File: config.mk
export PLATFORM = sky130hd
export DESIGN_NAME = ckg_clock_gen
export DESIGN_NICKNAME = d
export VERILOG_FILES = /design/src/hdl/ckg_pkg.sv /design/src/hdl/ckg_clock_gen.sv
export SDC_FILE = /design/constraint.sdc
export NUM_CORES = 1
export LEC_CHECK = 0
export BUFFER_PORTS_ARGS = -buffer_cell sky130_fd_sc_hd__buf_4
export CAP_MARGIN = 20
export CORE_ASPECT_RATIO = 0.8
export CORE_UTILIZATION = 39
export DETAILED_ROUTE_END_ITERATION = 7
export GPL_TIMING_DRIVEN = 0
export SLEW_MARGIN = 20
export SYNTH_ARGS = -nofsm -noshare
export SYNTH_HDL_FRONTEND = slang
export SYNTH_SLANG_ARGS = --single-unit
File: constraint.sdc
create_clock -name pclk -period 5.7 [get_ports pclk]
set_input_delay 1.425 -clock pclk [delete_from_list [all_inputs] [get_ports pclk]]
set_output_delay 1.425 -clock pclk [all_outputs]
set_load 0.005 [all_outputs]
File: src/hdl/ckg_pkg.sv
// Constants, register map and carrier types for the processor-side clock generator
package ckg_pkg;

    // ==================================================================
    // Register map (byte addresses on the APB)
    localparam logic [11:0] CKG_PLL_BASE_OFS   = 12'h000; // Three PLL controls, one word each
    localparam logic [11:0] CKG_CPU_RATIO_OFS  = 12'h00C; // CPU ratio set select
    localparam logic [11:0] CKG_MEM_DIV_OFS    = 12'h010; // Memory clock dividers
    localparam logic [11:0] CKG_PERIPH_DIV_OFS = 12'h014; // Peripheral dividers, one byte each
    localparam logic [11:0] CKG_FAB_BASE_OFS   = 12'h020; // Four fabric clock controls
    localparam logic [11:0] CKG_LS_CTRL_OFS    = 12'h030; // Boundary level shifter enable
    localparam logic [11:0] CKG_STATUS_OFS     = 12'h034; // Lock, shifter and port clock status

    // ==================================================================
    // Field positions
    localparam int CKG_PLL_EN_BIT     = 0;  // PLL enable
    localparam int CKG_PLL_BYP_BIT    = 1;  // PLL bypass
    localparam int CKG_PLL_INC_LSB    = 16; // PLL frequency word
    localparam int CKG_MEM_SLOW_LSB   = 8;  // Slow memory divider
    localparam int CKG_FAB_DIV_LSB    = 8;  // Fabric divider
    localparam int CKG_FAB_RST_BIT    = 16; // Fabric reset request
    localparam int CKG_STAT_LS_BIT    = 3;  // Shifters enabled
    localparam int CKG_STAT_ALIVE_LSB = 4;  // Port clock seen toggling

    // ==================================================================
    // Reset values and counts
    localparam logic [15:0] CKG_PLL_INC_RST = 16'h4000; // Frequency word after reset
    localparam logic [7:0]  CKG_DIV_RST     = 8'h01;    // Memory and peripheral divider
    localparam logic [7:0]  CKG_FAB_DIV_RST = 8'h04;    // Fabric divider
    localparam logic [7:0]  CKG_LOCK_EDGES  = 8'h64;    // Reference edges until lock
    localparam logic [3:0]  CKG_CPU_LIM_621 = 4'hB;     // Last phase of slowest period, in PLL ticks, 6:3:2:1
    localparam logic [3:0]  CKG_CPU_LIM_421 = 4'h7;     // Last phase of slowest period, in PLL ticks, 4:2:2:1

    // ==================================================================
    // Fabric source codes; any other code selects the I/O PLL
    localparam logic [1:0] CKG_SRC_CPU = 2'h2;
    localparam logic [1:0] CKG_SRC_DDR = 2'h3;

    // ==================================================================
    // Carrier types
    typedef struct packed {
        logic        en;     // PLL running
        logic        bypass; // Reference fed straight through
        logic [15:0] inc;    // Frequency word
    } ckg_pll_cfg_s;

    typedef struct packed {
        logic [1:0] src; // Source PLL
        logic [7:0] div; // Half period in source ticks
        logic       rst; // Reset request to fabric
    } ckg_fab_cfg_s;

endpackage

File: src/hdl/ckg_clock_gen.sv
// Processor-side clock generator: PLL models, CPU family, dividers, fabric clocks, APB registers
module ckg_clock_gen
    import ckg_pkg::*;
#(
    parameter int NUM_PORTS  = 4, // Fabric port clocks watched
    parameter int NUM_PERIPH = 4  // Peripheral clock dividers
)(
    input  wire logic                  pclk,
    input  wire logic                  presetn,
    input  wire logic [11:0]           paddr,
    input  wire logic                  psel,
    input  wire logic                  penable,
    input  wire logic                  pwrite,
    input  wire logic [31:0]           pwdata,
    input  wire logic [3:0]            pstrb,
    output logic      [31:0]           prdata,
    output logic                       pready,
    output logic                       pslverr,
    input  wire logic                  system_ref_clock,
    input  wire logic [NUM_PORTS-1:0]  port_clk,
    output logic                       cpu_clock_fastest,
    output logic                       cpu_clock_second,
    output logic                       cpu_clock_third,
    output logic                       cpu_clock_slowest,
    output logic                       memory_clock_fast,
    output logic                       memory_clock_slow,
    output logic      [NUM_PERIPH-1:0] periph_clock,
    output logic      [3:0]            fabric_clock_out,
    output logic      [3:0]            fabric_reset_out_n
);

    // ==================================================================
    // Elaboration checks
    initial
    begin
        if (NUM_PORTS < 1 || NUM_PORTS > 4 || NUM_PERIPH < 1 || NUM_PERIPH > 4)
            $error("NUM_PORTS and NUM_PERIPH must lie in 1..4");
    end

    localparam int FB0   = 2 + NUM_PERIPH; // First fabric divider index
    localparam int N_DIV = FB0 + 4;        // Total divider count

    // ==================================================================
    // Helper functions
    // Byte-lane merge of a write into a stored word
    function automatic logic [31:0] lane_merge(input logic [31:0] old_v, input logic [31:0] new_v,
                                               input logic [3:0] strb);
        logic [31:0] res;
        res = old_v;
        for (int b = 0; b < 4; b++)
            if (strb[b])
                res[8*b +: 8] = new_v[8*b +: 8];
        return res;
    endfunction

    // Last tick of a half period; a divider of zero acts as one
    function automatic logic div_end(input logic [7:0] cnt, input logic [7:0] div);
        return ({1'b0, cnt} + 9'h001) >= {1'b0, div};
    endfunction

    // ==================================================================
    // Registers and state
    ckg_pll_cfg_s             pll_cfg_r [3];      // Software PLL settings
    ckg_pll_cfg_s             pll_act_r [3];      // Settings in use
    logic [15:0]              pll_acc_r [3];      // Phase accumulators
    logic [7:0]               lock_cnt_r [3];     // Reference edges since restart
    logic [2:0]               pll_tick_r;         // PLL output ticks
    logic                     ratio_r;            // 1 selects 4:2:2:1
    logic                     ratio_act_r;        // Ratio in use
    logic [3:0]               cpu_cnt_r;          // CPU family phase
    logic [3:0]               cpu_clk_r;          // CPU family outputs
    logic [15:0]              mem_div_r;          // Memory dividers
    logic [31:0]              per_div_r;          // Peripheral dividers
    ckg_fab_cfg_s             fab_cfg_r [4];      // Fabric settings
    logic                     ls_en_r;            // Level shifters enabled
    logic [7:0]               dcnt_r [N_DIV];     // Divider counters
    logic [7:0]               ddiv_r [N_DIV];     // Divider value in use
    logic [1:0]               dsrc_r [N_DIV];     // Source in use
    logic [N_DIV-1:0]         dout_r;             // Divider outputs
    logic [3:0]               frst_r;             // Fabric reset outputs, active low
    logic [2:0]               ref_sync_r;         // Reference clock sampler
    logic [NUM_PORTS-1:0]     port_s1_r;          // Port clock first stage
    logic [NUM_PORTS-1:0]     port_s2_r;          // Port clock second stage
    logic [NUM_PORTS-1:0]     port_s3_r;          // Port clock edge history
    logic [NUM_PORTS-1:0]     alive_r;            // Port clock seen toggling

    // ==================================================================
    // APB decode
    wire        setup_w   = psel & ~penable;
    wire        wr_w      = psel & penable & pwrite;
    wire [9:0]  word_w    = paddr[11:2];
    wire        hit_ratio = (word_w == CKG_CPU_RATIO_OFS[11:2]);
    wire        hit_mem   = (word_w == CKG_MEM_DIV_OFS[11:2]);
    wire        hit_per   = (word_w == CKG_PERIPH_DIV_OFS[11:2]);
    wire        hit_ls    = (word_w == CKG_LS_CTRL_OFS[11:2]);
    wire        hit_stat  = (word_w == CKG_STATUS_OFS[11:2]);
    wire [1:0]  pll_idx   = word_w[1:0];
    wire        hit_pll   = (word_w[9:2] == CKG_PLL_BASE_OFS[11:4]) && (pll_idx != 2'h3);
    wire [1:0]  fab_idx   = word_w[1:0];
    wire        hit_fab   = (word_w[9:2] == CKG_FAB_BASE_OFS[11:4]);
    wire        hit_any   = hit_ratio | hit_mem | hit_per | hit_ls | hit_stat | hit_pll | hit_fab;
    wire [2:0]  locked_w;
    wire [31:0] pll_word  = {pll_cfg_r[pll_idx].inc, 14'h0000, pll_cfg_r[pll_idx].bypass,
                             pll_cfg_r[pll_idx].en};
    wire [31:0] fab_word  = {15'h0000, fab_cfg_r[fab_idx].rst, fab_cfg_r[fab_idx].div,
                             6'h00, fab_cfg_r[fab_idx].src};
    wire [31:0] stat_word = {24'h000000, 4'(alive_r), ls_en_r, locked_w};
    wire [31:0] rd_word   = hit_pll   ? pll_word :
                            hit_fab   ? fab_word :
                            hit_ratio ? {31'h00000000, ratio_r} :
                            hit_mem   ? {16'h0000, mem_div_r} :
                            hit_per   ? per_div_r :
                            hit_ls    ? {31'h00000000, ls_en_r} :
                            hit_stat  ? stat_word : 32'h00000000;
    wire [31:0] pll_wr    = lane_merge(pll_word, pwdata, pstrb);
    wire [31:0] fab_wr    = lane_merge(fab_word, pwdata, pstrb);

    assign pready  = 1'b1; // Zero-wait slave

    // ==================================================================
    // Software registers, read data and error answer
    always_ff @(posedge pclk or negedge presetn)
    begin
        if (!presetn)
        begin
            for (int i = 0; i < 3; i++)
                pll_cfg_r[i] <= '{en: 1'b1, bypass: 1'b1, inc: CKG_PLL_INC_RST};
            for (int j = 0; j < 4; j++)
                fab_cfg_r[j] <= '{src: 2'h0, div: CKG_FAB_DIV_RST, rst: 1'b0};
            ratio_r   <= 1'b0;
            mem_div_r <= {CKG_DIV_RST, CKG_DIV_RST};
            per_div_r <= {4{CKG_DIV_RST}};
            ls_en_r   <= 1'b0;
            prdata    <= 32'h00000000;
            pslverr   <= 1'b0;
        end
        else
        begin
            if (setup_w) // Read data and error captured in the setup cycle
            begin
                prdata  <= (hit_any && !pwrite) ? rd_word : 32'h00000000;
                pslverr <= ~hit_any; // Unmapped address
            end
            if (wr_w)
            begin
            if (hit_pll) // One PLL per word, others untouched
                pll_cfg_r[pll_idx] <= '{en: pll_wr[CKG_PLL_EN_BIT], bypass: pll_wr[CKG_PLL_BYP_BIT],
                                        inc: pll_wr[CKG_PLL_INC_LSB +: 16]};
            if (hit_fab) // Per fabric clock source and divider
                fab_cfg_r[fab_idx] <= '{src: fab_wr[1:0], div: fab_wr[CKG_FAB_DIV_LSB +: 8],
                                        rst: fab_wr[CKG_FAB_RST_BIT]};
            if (hit_ratio && pstrb[0])
                ratio_r <= pwdata[0];
            if (hit_mem)
                mem_div_r <= 16'(lane_merge({16'h0000, mem_div_r}, pwdata, pstrb));
            if (hit_per)
                per_div_r <= lane_merge(per_div_r, pwdata, pstrb);
            if (hit_ls && pstrb[0])
                ls_en_r <= pwdata[0];
            end
        end
    end

    // ==================================================================
    // Reference clock and port clock synchronisers
    wire                 ref_edge = ref_sync_r[1] & ~ref_sync_r[2];
    wire [NUM_PORTS-1:0] port_edge = port_s2_r ^ port_s3_r;
    wire                 alive_clr = wr_w & hit_stat & pstrb[0];

    always_ff @(posedge pclk or negedge presetn)
    begin
        if (!presetn)
        begin
            ref_sync_r <= 3'h0;
            port_s1_r  <= '0;
            port_s2_r  <= '0;
            port_s3_r  <= '0;
            alive_r    <= '0;
        end
        else
        begin
            ref_sync_r <= {ref_sync_r[1:0], system_ref_clock};
            port_s1_r  <= port_clk;  // Each port clock crossed on its own
            port_s2_r  <= port_s1_r;
            port_s3_r  <= port_s2_r;
            // Toggle seen sets, write one clears, set wins
            alive_r    <= (alive_r & ~(alive_clr ? pwdata[CKG_STAT_ALIVE_LSB +: NUM_PORTS] : '0))
                          | port_edge;
        end
    end

    // ==================================================================
    // PLL models: accumulator ticks after lock, reference edges in bypass
    genvar g;
    generate
        for (g = 0; g < 3; g++)
        begin : g_pll
            wire        chg_w = (pll_act_r[g] != pll_cfg_r[g]);
            wire [16:0] sum_w = {1'b0, pll_acc_r[g]} + {1'b0, pll_act_r[g].inc};
            assign locked_w[g] = (lock_cnt_r[g] == CKG_LOCK_EDGES);

            // Settings change restarts lock, so no tick comes from a half-set PLL
            always_ff @(posedge pclk or negedge presetn)
            begin
                if (!presetn)
                begin
                    pll_act_r[g]  <= '{en: 1'b1, bypass: 1'b1, inc: CKG_PLL_INC_RST};
                    pll_acc_r[g]  <= 16'h0000;
                    lock_cnt_r[g] <= 8'h00;
                    pll_tick_r[g] <= 1'b0;
                end
                else
                begin
                    pll_act_r[g] <= pll_cfg_r[g];
                    if (chg_w || !pll_act_r[g].en)
                        lock_cnt_r[g] <= 8'h00;
                    else if (ref_edge && !locked_w[g]) // Lock counted on reference edges
                        lock_cnt_r[g] <= lock_cnt_r[g] + 8'h01;
                    pll_acc_r[g]  <= (pll_act_r[g].en && !pll_act_r[g].bypass) ? sum_w[15:0] : 16'h0000;
                    pll_tick_r[g] <= pll_act_r[g].en && !chg_w &&
                                     (pll_act_r[g].bypass ? ref_edge
                                                          : (locked_w[g] & sum_w[16]));
                end
            end
        end
    endgenerate

    // ==================================================================
    // CPU family: one phase counter drives all four outputs
    wire [3:0] cpu_lim  = ratio_act_r ? CKG_CPU_LIM_421 : CKG_CPU_LIM_621;
    wire       cpu_wrap = (cpu_cnt_r == cpu_lim);
    wire [3:0] cpu_nxt  = cpu_wrap ? 4'h0 : cpu_cnt_r + 4'h1;
    wire [3:0] cpu_half = 4'((cpu_lim + 4'h1) >> 1);

    always_ff @(posedge pclk or negedge presetn)
    begin
        if (!presetn)
        begin
            cpu_cnt_r   <= 4'h0;
            cpu_clk_r   <= 4'h0;
            ratio_act_r <= 1'b0;
        end
        else if (pll_tick_r[0])
        begin
            cpu_cnt_r <= cpu_nxt;
            if (cpu_wrap) // Ratio changes only at a whole slowest period
                ratio_act_r <= ratio_r;
            cpu_clk_r[3] <= (cpu_nxt % 4'h2) == 4'h0;
            cpu_clk_r[2] <= (cpu_nxt % 4'h4) < 4'h2;
            // Third clock at one third or one half of fastest
            cpu_clk_r[1] <= ratio_act_r ? ((cpu_nxt % 4'h4) < 4'h2) : ((cpu_nxt % 4'h6) < 4'h3);
            cpu_clk_r[0] <= cpu_nxt < cpu_half;
        end
    end

    assign cpu_clock_fastest = cpu_clk_r[3];
    assign cpu_clock_second  = cpu_clk_r[2];
    assign cpu_clock_third   = cpu_clk_r[1];
    assign cpu_clock_slowest = cpu_clk_r[0];

    // ==================================================================
    // Divider bank: memory, peripheral and fabric clocks
    logic [7:0]       dcfg_div [N_DIV]; // Requested divider
    logic [1:0]       dcfg_src [N_DIV]; // Requested source
    logic [N_DIV-1:0] dtick;            // Source tick per divider
    logic [N_DIV-1:0] dhold;            // Held low and cleared
    logic [N_DIV-1:0] dend;             // Half period ends this tick

    always_comb
    begin
        for (int k = 0; k < N_DIV; k++)
        begin
            dcfg_src[k] = 2'h0;
            dhold[k]    = 1'b0;
            if (k < 2) // Own dividers on the DDR PLL
            begin
                dcfg_div[k] = mem_div_r[8*k +: 8];
                dtick[k]    = pll_tick_r[1];
            end
            else if (k < FB0) // Own divider per peripheral on the I/O PLL
            begin
                dcfg_div[k] = per_div_r[8*(k-2) +: 8];
                dtick[k]    = pll_tick_r[2];
            end
            else
            begin
                dcfg_div[k] = fab_cfg_r[k-FB0].div;
                dcfg_src[k] = fab_cfg_r[k-FB0].src;
                dhold[k]    = ~ls_en_r; // No toggling before shifters enabled
                dtick[k]    = (dsrc_r[k] == CKG_SRC_CPU) ? pll_tick_r[0] :
                              (dsrc_r[k] == CKG_SRC_DDR) ? pll_tick_r[1] : pll_tick_r[2];
            end
            dend[k] = div_end(dcnt_r[k], ddiv_r[k]);
        end
    end

    always_ff @(posedge pclk or negedge presetn)
    begin
        if (!presetn)
        begin
            for (int k = 0; k < N_DIV; k++)
            begin
                dcnt_r[k] <= 8'h00;
                ddiv_r[k] <= CKG_DIV_RST;
                dsrc_r[k] <= 2'h0;
            end
            dout_r <= '0;
        end
        else
        begin
            for (int k = 0; k < N_DIV; k++)
            begin
                if (dhold[k] || (!dout_r[k] && dcnt_r[k] == 8'h00))
                begin
                    // New settings only at the start of a low phase
                    ddiv_r[k] <= dcfg_div[k];
                    dsrc_r[k] <= dcfg_src[k];
                end
                if (dhold[k])
                begin
                    dcnt_r[k] <= 8'h00;
                    dout_r[k] <= 1'b0;
                end
                else if (dtick[k])
                begin
                    dcnt_r[k] <= dend[k] ? 8'h00 : dcnt_r[k] + 8'h01;
                    if (dend[k])
                        dout_r[k] <= ~dout_r[k];
                end
            end
        end
    end

    assign memory_clock_fast = dout_r[0];
    assign memory_clock_slow = dout_r[1];
    assign periph_clock      = dout_r[FB0-1:2];
    assign fabric_clock_out  = dout_r[N_DIV-1:FB0]; // Four fabric clocks

    // ==================================================================
    // Fabric resets: asserted until shifters on, then follow software on rising clock edges
    always_ff @(posedge pclk or negedge presetn)
    begin
        if (!presetn)
            frst_r <= 4'h0;
        else
        begin
            for (int j = 0; j < 4; j++)
            begin
                if (!ls_en_r)
                    frst_r[j] <= 1'b0;
                else if (dtick[FB0+j] && dend[FB0+j] && !dout_r[FB0+j]) // Moves with own clock
                    frst_r[j] <= ~fab_cfg_r[j].rst;
            end
        end
    end

    assign fabric_reset_out_n = frst_r;

endmodule

==> results.tsv, run 1 <==
metric	value	unit
synthFlopType	dfrtp_1	
fin_hold_ws	0.3507	ns
fin_crit_sh	65.66	%
yosysMostFrequentCell	dfrtp_1	
hold_violations	0	
ys_warn_count	0	
min_period	3.743	ns
use_met2	30.44	%
cts_root_buf	clkbuf_16	
r2r_start	dcnt_r[40]	
netlist_area	0.02656	sq mm
yosysSeqAreaShare	49.16	%
status	finished, final reports clean	
synth.distinct_cells	73	
start_kind	input port	
final_max_slew_viol_count	0	
cts_tree	yes	
cp_slowest_cell	clkbuf_1	
cts_sinks	520	
dp_worst_setup_slack	1.331	ns
clock_skew	0.03357	ns
synth_area_leaders	dfrtp_1, ha_1, mux2_2	
leakage	0.01401	uW
cp_max_fo	10	
antenna_found_initial	3	
powerDensity	250.8	mW/mm^2
drcViolationCount	0	
maxCapViolCount	0	
synth-edff-count	0	
clock_path_buffers	3	
clkTransAtPathRegs	0.06	ns
min_path_type	reg -> reg	
viasPerCell	5.405	
post-route-cell-area	0.03054	sq mm
io_buffers	103	
crit_chain	buf_4 > nor2_1 > nand3_1 > nor3_1 > clkbuf_1 > buf_2 > a21oi_1 > o21ai_0	
critPathMaxStageDelay	0.64	ns
place_area	0.02866	sq mm
syn_avg_cell_area	10.33	sq um
grt_remaining_overflow	0	
busiest_layer	met1	
die_h	235.4	um
cpLargestDelayFamily	simple AND/OR/NAND/NOR gates	
fmax	0.2672	GHz
die_x	293.8	um
wirelength	70.58	mm
rrSetupSlack	2.42	ns
netlist.area_leader.share	45.41	%
critPathRequiredTime	6.23	ns
numCtsBuffers	55	
hpwl	52.84	mm
tns	0	ns
io_pins	110	
tightest_slew	1.186	ns
start_util	39.46	%
globalplace.congestion	0.8724	
met1_usage	30.76	%
antenna_left	0	
yosysTopAreaCell	dfrtp_1	
n_antenna_cell	0	
end_kind	flop	
min_from	ref_sync_r[0]	
grt_max_degree	99	
wl_per_cell	19.09	um
die_area	0.06917	sq mm
peakVddDrop	0.2063	mV
power	7661	uW
first_iter_violations	1646	
rsz0062_at_grt	no	
crit_cells	8	
finalSetupViolations	0	
htreeDepth	2	
gr-usage-met3	4.400	%
hold_buffers	0	
crit_end	prdata[22]	
vias	19980	
synthToLayoutAreaGrowth	14.98	%
grt_pass1_wl	113.3	mm
setup.worst_path.start	paddr[11]	
async_flop_share	100.0	%
drtPass1Iterations	6	
post_cts_buffers	0	
synthCells	2572	
r2r-end	dcnt_r[40]	
path_buf_inv	3	
clk_latency	0.62	ns
rows	85	
coreArea	0.06732	sq mm
cts-resized-gates	0	
grt_pass1_vias	19880	
grt_usage	20.65	%
synthTopCellsByCount	dfrtp_1, nand2_1, o21ai_0, nor2_1, ha_1	
reg2reg_depth	9	
ys_seq_elements	520	
drive_gt1_share	14.26	%
max-slew-margin-rel	20.20	%
nets	2955	
crit_arrival	4.28	ns
worst-setup-path-type	in -> reg	
worst_slack	1.957	ns
synthesis.nets	2789	
==> worst min path at each step <==
stage                     to  slack (ns)  depth (start not counted)
4_1_cts        ref_sync_r[1]        0.36                          0
3_5_place_dp    port_s2_r[3]        0.34                          0
2_1_floorplan   port_s2_r[0]        0.33                          0
3_3_place_gp   ref_sync_r[1]        0.34                          0
5_1_grt        ref_sync_r[1]        0.37                          0
6_report       ref_sync_r[1]        0.35                          0
==> worst register-to-register path, stage by stage (launching register included) <==
cell     delay [ns]
dfrtp_1        0.43
ha_1           0.25
and3_1         0.23
nand3_1        0.13
xnor2_1        0.17
ha_1           0.31
nand4_1        0.10
o31ai_1        0.93
nor2_1         0.27
mux2_2         0.34
==> sequential cells by signal, indices dropped and copies added, names as in the netlist, 8 cells and up <==
| register | cells |
|---|---|
| dcfg_div | 32 |
| dcfg_src | 8 |
| dcnt_r | 80 |
| ddiv_r | 80 |
| dout_r | 10 |
| dsrc_r | 8 |
| lock_cnt_r | 24 |
| mem_div_r | 16 |
| per_div_r | 32 |
| pll_acc_r | 48 |
| pll_act_r | 54 |
| pll_cfg_r | 54 |
| prdata | 32 |
==> cell usage in the layout (no fill, tap or decap), types with 101 or more instances in the layout <==
cell type,instances
a21oi_1,150
xnor2_1,101
nor2_1,172
dfrtp_1,482
nand2_1,256
ha_1,156
mux2_2,111
buf_4,103
o21ai_0,206
inv_1,141
==> layer usage <==
layer | wire length (um) | up-vias | part of all wire (%)
li1 | - | 9423 | -
met1 | 33430 | 9922 | 47
met2 | 30640 | 525 | 43
met3 | 5042 | 105 | 7.1
met4 | 1435 | 6 | 2.0
met5 | 32 | - | 0.045
==> layout make-up <==
class                   instances  area, sq um
multi-input cells            1824        12640
inverters                     143        536.8
clock inverters                22        244.0
well taps                     913         1142
flip-flops and latches        520        13060
plain buffers                  85        339.1
repair buffers                109        945.9
fillers                      6259        36780
clock buffers                  81         1635
==> logic make-up (layout without fill, tap and decap cells) <==
| logic type | count (synthesis) | in the layout | share of synthesized area (%) |
|---|---|---|---|
| other | 1 | 1 | 0.01412 |
| xor gates and xnor gates | 160 | 160 | 5.275 |
| adders and majority gates | 160 | 160 | 7.612 |
| and+or+nand+nor | 744 | 744 | 13.40 |
| AOI/OAI and AO/OA | 581 | 581 | 13.34 |
| DFF | 520 | 520 | 49.16 |
| muxes | 178 | 178 | 7.899 |
| buffers and inverters | 228 | 440 | 3.297 |
==> through the flow <==
| stage | cells | util, % |
|---|---|---|
| after floorplan | 2572 | - |
| after global placement | 3588 | 42.30 |
| after detailed placement | 3594 | 42.57 |
| after CTS | 3697 | 45.36 |
| after global routing | 3697 | 45.37 |
| final | 3697 | 45.37 |
==> where the power goes <==
| group | internal, uW | switching (uW) |
|---|---|---|
| Combinational | 72.7 | 167 |
| Sequential | 3710 | 10.4 |
| Clock | 2170 | 1530 |
Power figures use the tool's default switching activity.
==> inputs of run 2 (changes only) <==
==> constraint.sdc (replaced) <==
create_clock -name pclk -period 3.38 [get_ports pclk]
set_input_delay 0.845 -clock pclk [delete_from_list [all_inputs] [get_ports pclk]]
set_output_delay 0.845 -clock pclk [all_outputs]
set_load 0.005 [all_outputs]
==> results.tsv, run 2 (same netlist as run 1, synthesis figures left out) <==
metric	value	unit	change
final_cells	3698		+0.027%
globalplace.congestion	0.8724		unchanged
synthToLayoutAreaGrowth	15.03	%	about the same
die_h	235.4	um	unchanged
maxCapViolCount	0		unchanged
min_from	port_clk[3]		
powerDensity	423.2	mW/mm^2	+69%
tns	0	ns	unchanged
die_area	0.06917	sq mm	unchanged
clock_skew	0.03522	ns	+0.001645 ns
status	finished, final reports clean		
critPathRequiredTime	3.87	ns	-2.36 ns
start_kind	flop		
coreArea	0.06732	sq mm	unchanged
hold_path_depth	1		+1
r2r_start	dcnt_r[64]		
first_iter_violations	1595		-3.1%
io_pins	110		unchanged
cpLargestDelayFamily	compound AO/OA/AOI/OAI gates		
viasPerCell	5.425		+0.37%
critPathMaxStageDelay	0.87	ns	+0.23 ns
mostFrequentLayoutCells	dfrtp_1, nand2_1, o21ai_0		
fin_crit_sh	94.13	%	
hpwl	52.84	mm	unchanged
cts_tree	yes		
n_antenna_cell	0		unchanged
cp_max_fo	9		-1
leakage	0.01402	uW	about the same
crit_arrival	3.67	ns	-0.61 ns
rows	85		unchanged
cp_slowest_cell	o31ai_1		
rsz0062_at_grt	no		
r2r-end	dcnt_r[64]		
drcViolationCount	0		unchanged
htreeDepth	2		unchanged
start_util	39.46	%	unchanged
crit_chain	ha_1 > and3_1 > nand3_1 > xnor2_1 > ha_1 > nand4_1 > o31ai_1 > nor2_1 > mux2_2		
reg.largest.list	dcnt_r: 80 flops, ddiv_r: 80 flops		
place_area	0.02866	sq mm	unchanged
dp_cells	3594		unchanged
grt_remaining_overflow	0		unchanged
rrSetupSlack	0.20	ns	-2.22 ns
clock_path_buffers	3		unchanged
clkTransAtPathRegs	0.06	ns	about the same
min_path_type	in -> reg		
cts_sinks	520		unchanged
antenna_left	0		unchanged
wl_per_cell	19.12	um	+0.14%
reg2reg_depth	9		unchanged
antenna_found_initial	3		unchanged
vias	20060		+0.40%
io_buffers	103		unchanged
final_max_slew_viol_count	0		unchanged
nets	2956		+0.034%
end_kind	flop		
drtPass1Iterations	7		+1
cts_root_buf	clkbuf_16		
min_period	3.182	ns	
crit_top_cell	ha_1		
tightest_slew	1.182	ns	-0.004280 ns
clk_latency	0.62	ns	about the same
finalSetupViolations	0		unchanged
post-route-cell-area	0.03056	sq mm	about the same
peakVddDrop	0.3499	mV	+70%
path_buf_inv	0		-3
fill_cells	6258		-0.016%
grt_max_degree	99		unchanged
post_cts_buffers	0		unchanged
drive_gt1_share	14.29	%	+0.031 points
fmax	0.3143	GHz	
wirelength	70.70	mm	+0.17%
worst-setup-path-type	reg -> reg		
max-slew-margin-rel	20.49	%	+0.29 points
whs_endpoint	port_s1_r[3]		
grt_pass1_vias	19880		unchanged
die_x	293.8	um	unchanged
grt_pass1_wl	113.3	mm	unchanged
numCtsBuffers	55		unchanged
hold_violations	0		unchanged
layout_commonest_cell	dfrtp_1		
grt_usage	20.65	%	unchanged
[run 2: repair_timing]
action	4_1_cts	5_1_grt
endpoints found under the setup margin	0	3
resized for setup	0	1
hold endpoints to repair	3	0
hold buffers	1	0
[run 2: cell type report]
cell class,instances,area [sq um],area share (%)
clock buffers,81,1635,5.352
repair buffers,110,955.9,3.128
multi-input cells,1824,12640,41.38
clock inverters,22,244.0,0.7984
inverters,143,536.8,1.757
well taps,913,1142,3.738
plain buffers,85,339.1,1.110
flip-flops and latches,520,13060,42.74
[run 2: worst max path at each step]
stage                     from             to  slack (ns)  cells past startpoint
finish              dcnt_r[64]     dcnt_r[64]        0.20                      9
global route        dcnt_r[64]     dcnt_r[64]       0.006                      9
CTS                 dcnt_r[40]     dcnt_r[40]        0.13                      9
detailed placement    paddr[7]     prdata[27]       -0.41                      8
global placement       presetn      dcnt_r[2]       -4.10                      1
floorplan             paddr[7]  mem_div_r[10]        0.68                      6
[run 2: layer usage]
metal  vias up  global-route usage, %  wire length [um]
met1      9972                  30.76             33690
met3       101                  4.400              4924
met5         -                      0                35
met4         6                  4.893              1386
li1       9436                      -                 -
met2       545                  30.44             30660
[run 2: through the flow]
step	setup slack [ns]	utilization [%]	power, uW	hold WS [ns]
after floorplan	0.6823	-	6499	0.3312
after global placement	-4.098	42.30	6759	0.3378
after detailed placement	-0.4088	42.57	6791	0.3379
after CTS	0.1270	45.38	13080	0.3057
after global routing	0.005516	45.39	13380	0.3114
final	0.1983	45.39	12930	0.3375
[run 2: report_power, final]
group	switching, uW	internal (uW)	total, uW
Combinational	283	123	407
Clock	2590	3660	6260
Sequential	17.4	6250	6270
Total	2890	10000	12900
[run 2: worst register-to-register path, stage by stage (launching register included)]
cell and delay [ns]:
dfrtp_1 0.41, ha_1 0.25, and3_1 0.24, nand3_1 0.14, xnor2_1 0.18, ha_1 0.31, nand4_1 0.09, o31ai_1 0.87
nor2_1 0.24, mux2_2 0.34
==> inputs of run 3 (changes only) <==
==> constraint.sdc (replaced) <==
create_clock -name pclk -period 2.9 [get_ports pclk]
set_input_delay 0.725 -clock pclk [delete_from_list [all_inputs] [get_ports pclk]]
set_output_delay 0.725 -clock pclk [all_outputs]
set_load 0.005 [all_outputs]
==> results.tsv, run 3 (same netlist as run 1, synthesis figures left out) <==
metric	value	unit	change
tightest_slew	1.222	ns	+0.04067 ns
start_kind	input port		
grt_pass1_wl	113.4	mm	+0.10%
powerDensity	490.0	mW/mm^2	+16%
numCtsBuffers	55		unchanged
die_h	235.4	um	unchanged
r2r-end	dcnt_r[37]		
seq_area	0.01306	sq mm	unchanged
drcViolationCount	0		unchanged
pwr-share-seq	48.5	%	about the same
grt_usage	20.67	%	+0.025 points
clkTransAtPathRegs	0.06	ns	about the same
dp_cells	3594		unchanged
die_x	293.8	um	unchanged
multiInputGateArea	0.01280	sq mm	+1.2%
first_iter_violations	1556		-2.4%
p_int	11700	uW	+17%
worst-setup-path-type	in -> reg		
start_util	39.46	%	unchanged
critPathRequiredTime	3.45	ns	-0.42 ns
p_clk_share	48.4	%	about the same
max-slew-margin-rel	17.75	%	-2.7 points
maxCapViolCount	0		unchanged
clock_path_buffers	3		unchanged
peakVddDrop	0.4059	mV	+16%
clk_latency	0.62	ns	about the same
cpLargestDelayFamily	simple AND/OR/NAND/NOR gates		
die_area	0.06917	sq mm	unchanged
viasPerCell	5.438		+0.24%
place_area	0.02866	sq mm	unchanged
p_sw	3371	uW	+17%
crit_top_cell	a21oi_1		
grt_remaining_overflow	0		unchanged
cp_slowest_cell	nor4_4		
cts_root_buf	clkbuf_16		
grt_max_degree	99		unchanged
fin_hold_ws	0.2209	ns	-0.1167 ns
wl_per_cell	19.16	um	+0.21%
fin_crit_sh	97.83	%	
critPathMaxStageDelay	0.63	ns	-0.24 ns
leakage	0.01409	uW	+0.47%
htreeDepth	2		unchanged
pwr-share-comb	3.2	%	about the same
crit_chain	buf_4 > nor4_4 > nand3_1 > nor3_2 > clkbuf_1 > a21oi_1 > a21oi_1 > a21o_1		
rows	85		unchanged
coreArea	0.06732	sq mm	unchanged
globalplace.congestion	0.8724		unchanged
status	finished, final reports clean		
fin_util	45.69	%	+0.30 points
hpwl	52.84	mm	unchanged
drtPass1Iterations	7		unchanged
end_kind	flop		
rrSetupSlack	0.14	ns	-0.06 ns
power	15070	uW	+17%
drive_gt1_share	15.60	%	+1.3 points
final_max_slew_viol_count	0		unchanged
cts_tree	yes		
antenna_left	0		unchanged
post-route-cell-area	0.03076	sq mm	+0.67%
path_buf_inv	2		+2
crit_cells	8		-1
crit_end	prdata[1]		
finalSetupViolations	0		unchanged
io_pins	110		unchanged
min_period	2.837	ns	
crit_arrival	3.39	ns	-0.28 ns
vias	20130		+0.32%
clock_skew	0.03329	ns	-0.001929 ns
mostFrequentLayoutCells	dfrtp_1, nand2_1, o21ai_0		
n_antenna_cell	0		unchanged
antenna_found_initial	3		unchanged
min_path_type	in -> reg		
fill_cells	6250		-0.13%
reg2reg_depth	10		+1
io_buffers	103		unchanged
wirelength	70.90	mm	+0.29%
grt_pass1_vias	19900		+0.12%
synthToLayoutAreaGrowth	15.80	%	
cts_sinks	520		unchanged
final_cells	3701		+0.081%
swShare	22.37	%	about the same
nets	2959		+0.10%
r2r_start	dcnt_r[32]		
hold_violations	0		unchanged
setup.worst_path.start	paddr[7]		
reg.largest.list	dcnt_r: 80 flops, ddiv_r: 80 flops		
fmax	0.3525	GHz	
layout_commonest_cell	dfrtp_1		
cp_max_fo	10		+1
==> run 3: cell count changes in the layout (fill, tap and decap cells not counted), moves of 5 or more <==
cell,previous run,this run
clkbuf_1,84,76
buf_4,103,108
ha_1,156,151
ha_2,0,5
==> run 3: area by class of cell <==
class	count	area share [%]
Sequential cell	520	42.45
Timing Repair Buffer	115	3.229
Multi-Input combinational cell	1824	41.62
Clock buffer	81	5.316
Buffer	83	1.119
Tap cell	913	3.714
Inverter	143	1.757
Clock inverter	22	0.7931
==> run 3: per-stage QoR <==
stage | TNS, ns | worst slack (ns)
2_1_floorplan | 0 | 0.2664
3_3_place_gp | -2271.69 | -4.458
3_5_place_dp | -69.61 | -0.7688
4_1_cts | 0 | 0.0006302
5_1_grt | -0.03824 | -0.03460
6_report | 0 | 0.06286
==> run 3: routing by layer <==
| metal | track usage [%] | vias up | part of all wire, % |
|---|---|---|---|
| met5 | 0 | - | 0.049 |
| met3 | 4.400 | 103 | 6.8 |
| met2 | 30.53 | 518 | 44 |
| li1 | - | 9434 | - |
| met4 | 4.893 | 6 | 2.0 |
| met1 | 30.75 | 10060 | 48 |
==> run 3: repair_timing <==
item | in CTS | in global routing
endpoints found under the setup margin | 39 | 113
hold buffers | 1 | 0
setup buffers | 0 | 5
endpoints found under the hold margin | 3 | 0
cloned | 0 | 0
resized for setup | 12 | 42
pin swaps | 0 | 4
==> run 3: worst min path at each step <==
stage                        startpoint            end  slack (ns)  cells past startpoint
after floorplan            port_s1_r[0]   port_s2_r[0]        0.33                      0
after global placement    ref_sync_r[0]  ref_sync_r[1]        0.34                      0
after detailed placement   port_s1_r[3]   port_s2_r[3]        0.34                      0
after CTS                   port_clk[3]   port_s1_r[3]        0.19                      1
after global routing        port_clk[3]   port_s1_r[3]        0.19                      1
final                       port_clk[3]   port_s1_r[3]        0.22                      1
==> run 3: worst reg2reg max path: cells and delay by family, from the launching register on <==
family          cells  cell delay, ns
compound gates      4            0.76
xor+xnor            1            0.16
fa+ha+maj           2            0.52
flops               1            0.43
simple gates        3            0.80
==> run 3: power groups by stage <==
stage | combinational, uW | clock [uW] | sequential (uW)
6_report | 477 | 7290 | 7310
3_5_place_dp | 479 | 0 | 7440
2_1_floorplan | 146 | 0 | 7430
4_1_cts | 483 | 7460 | 7300
3_3_place_gp | 441 | 0 | 7440
5_1_grt | 529 | 7760 | 7300
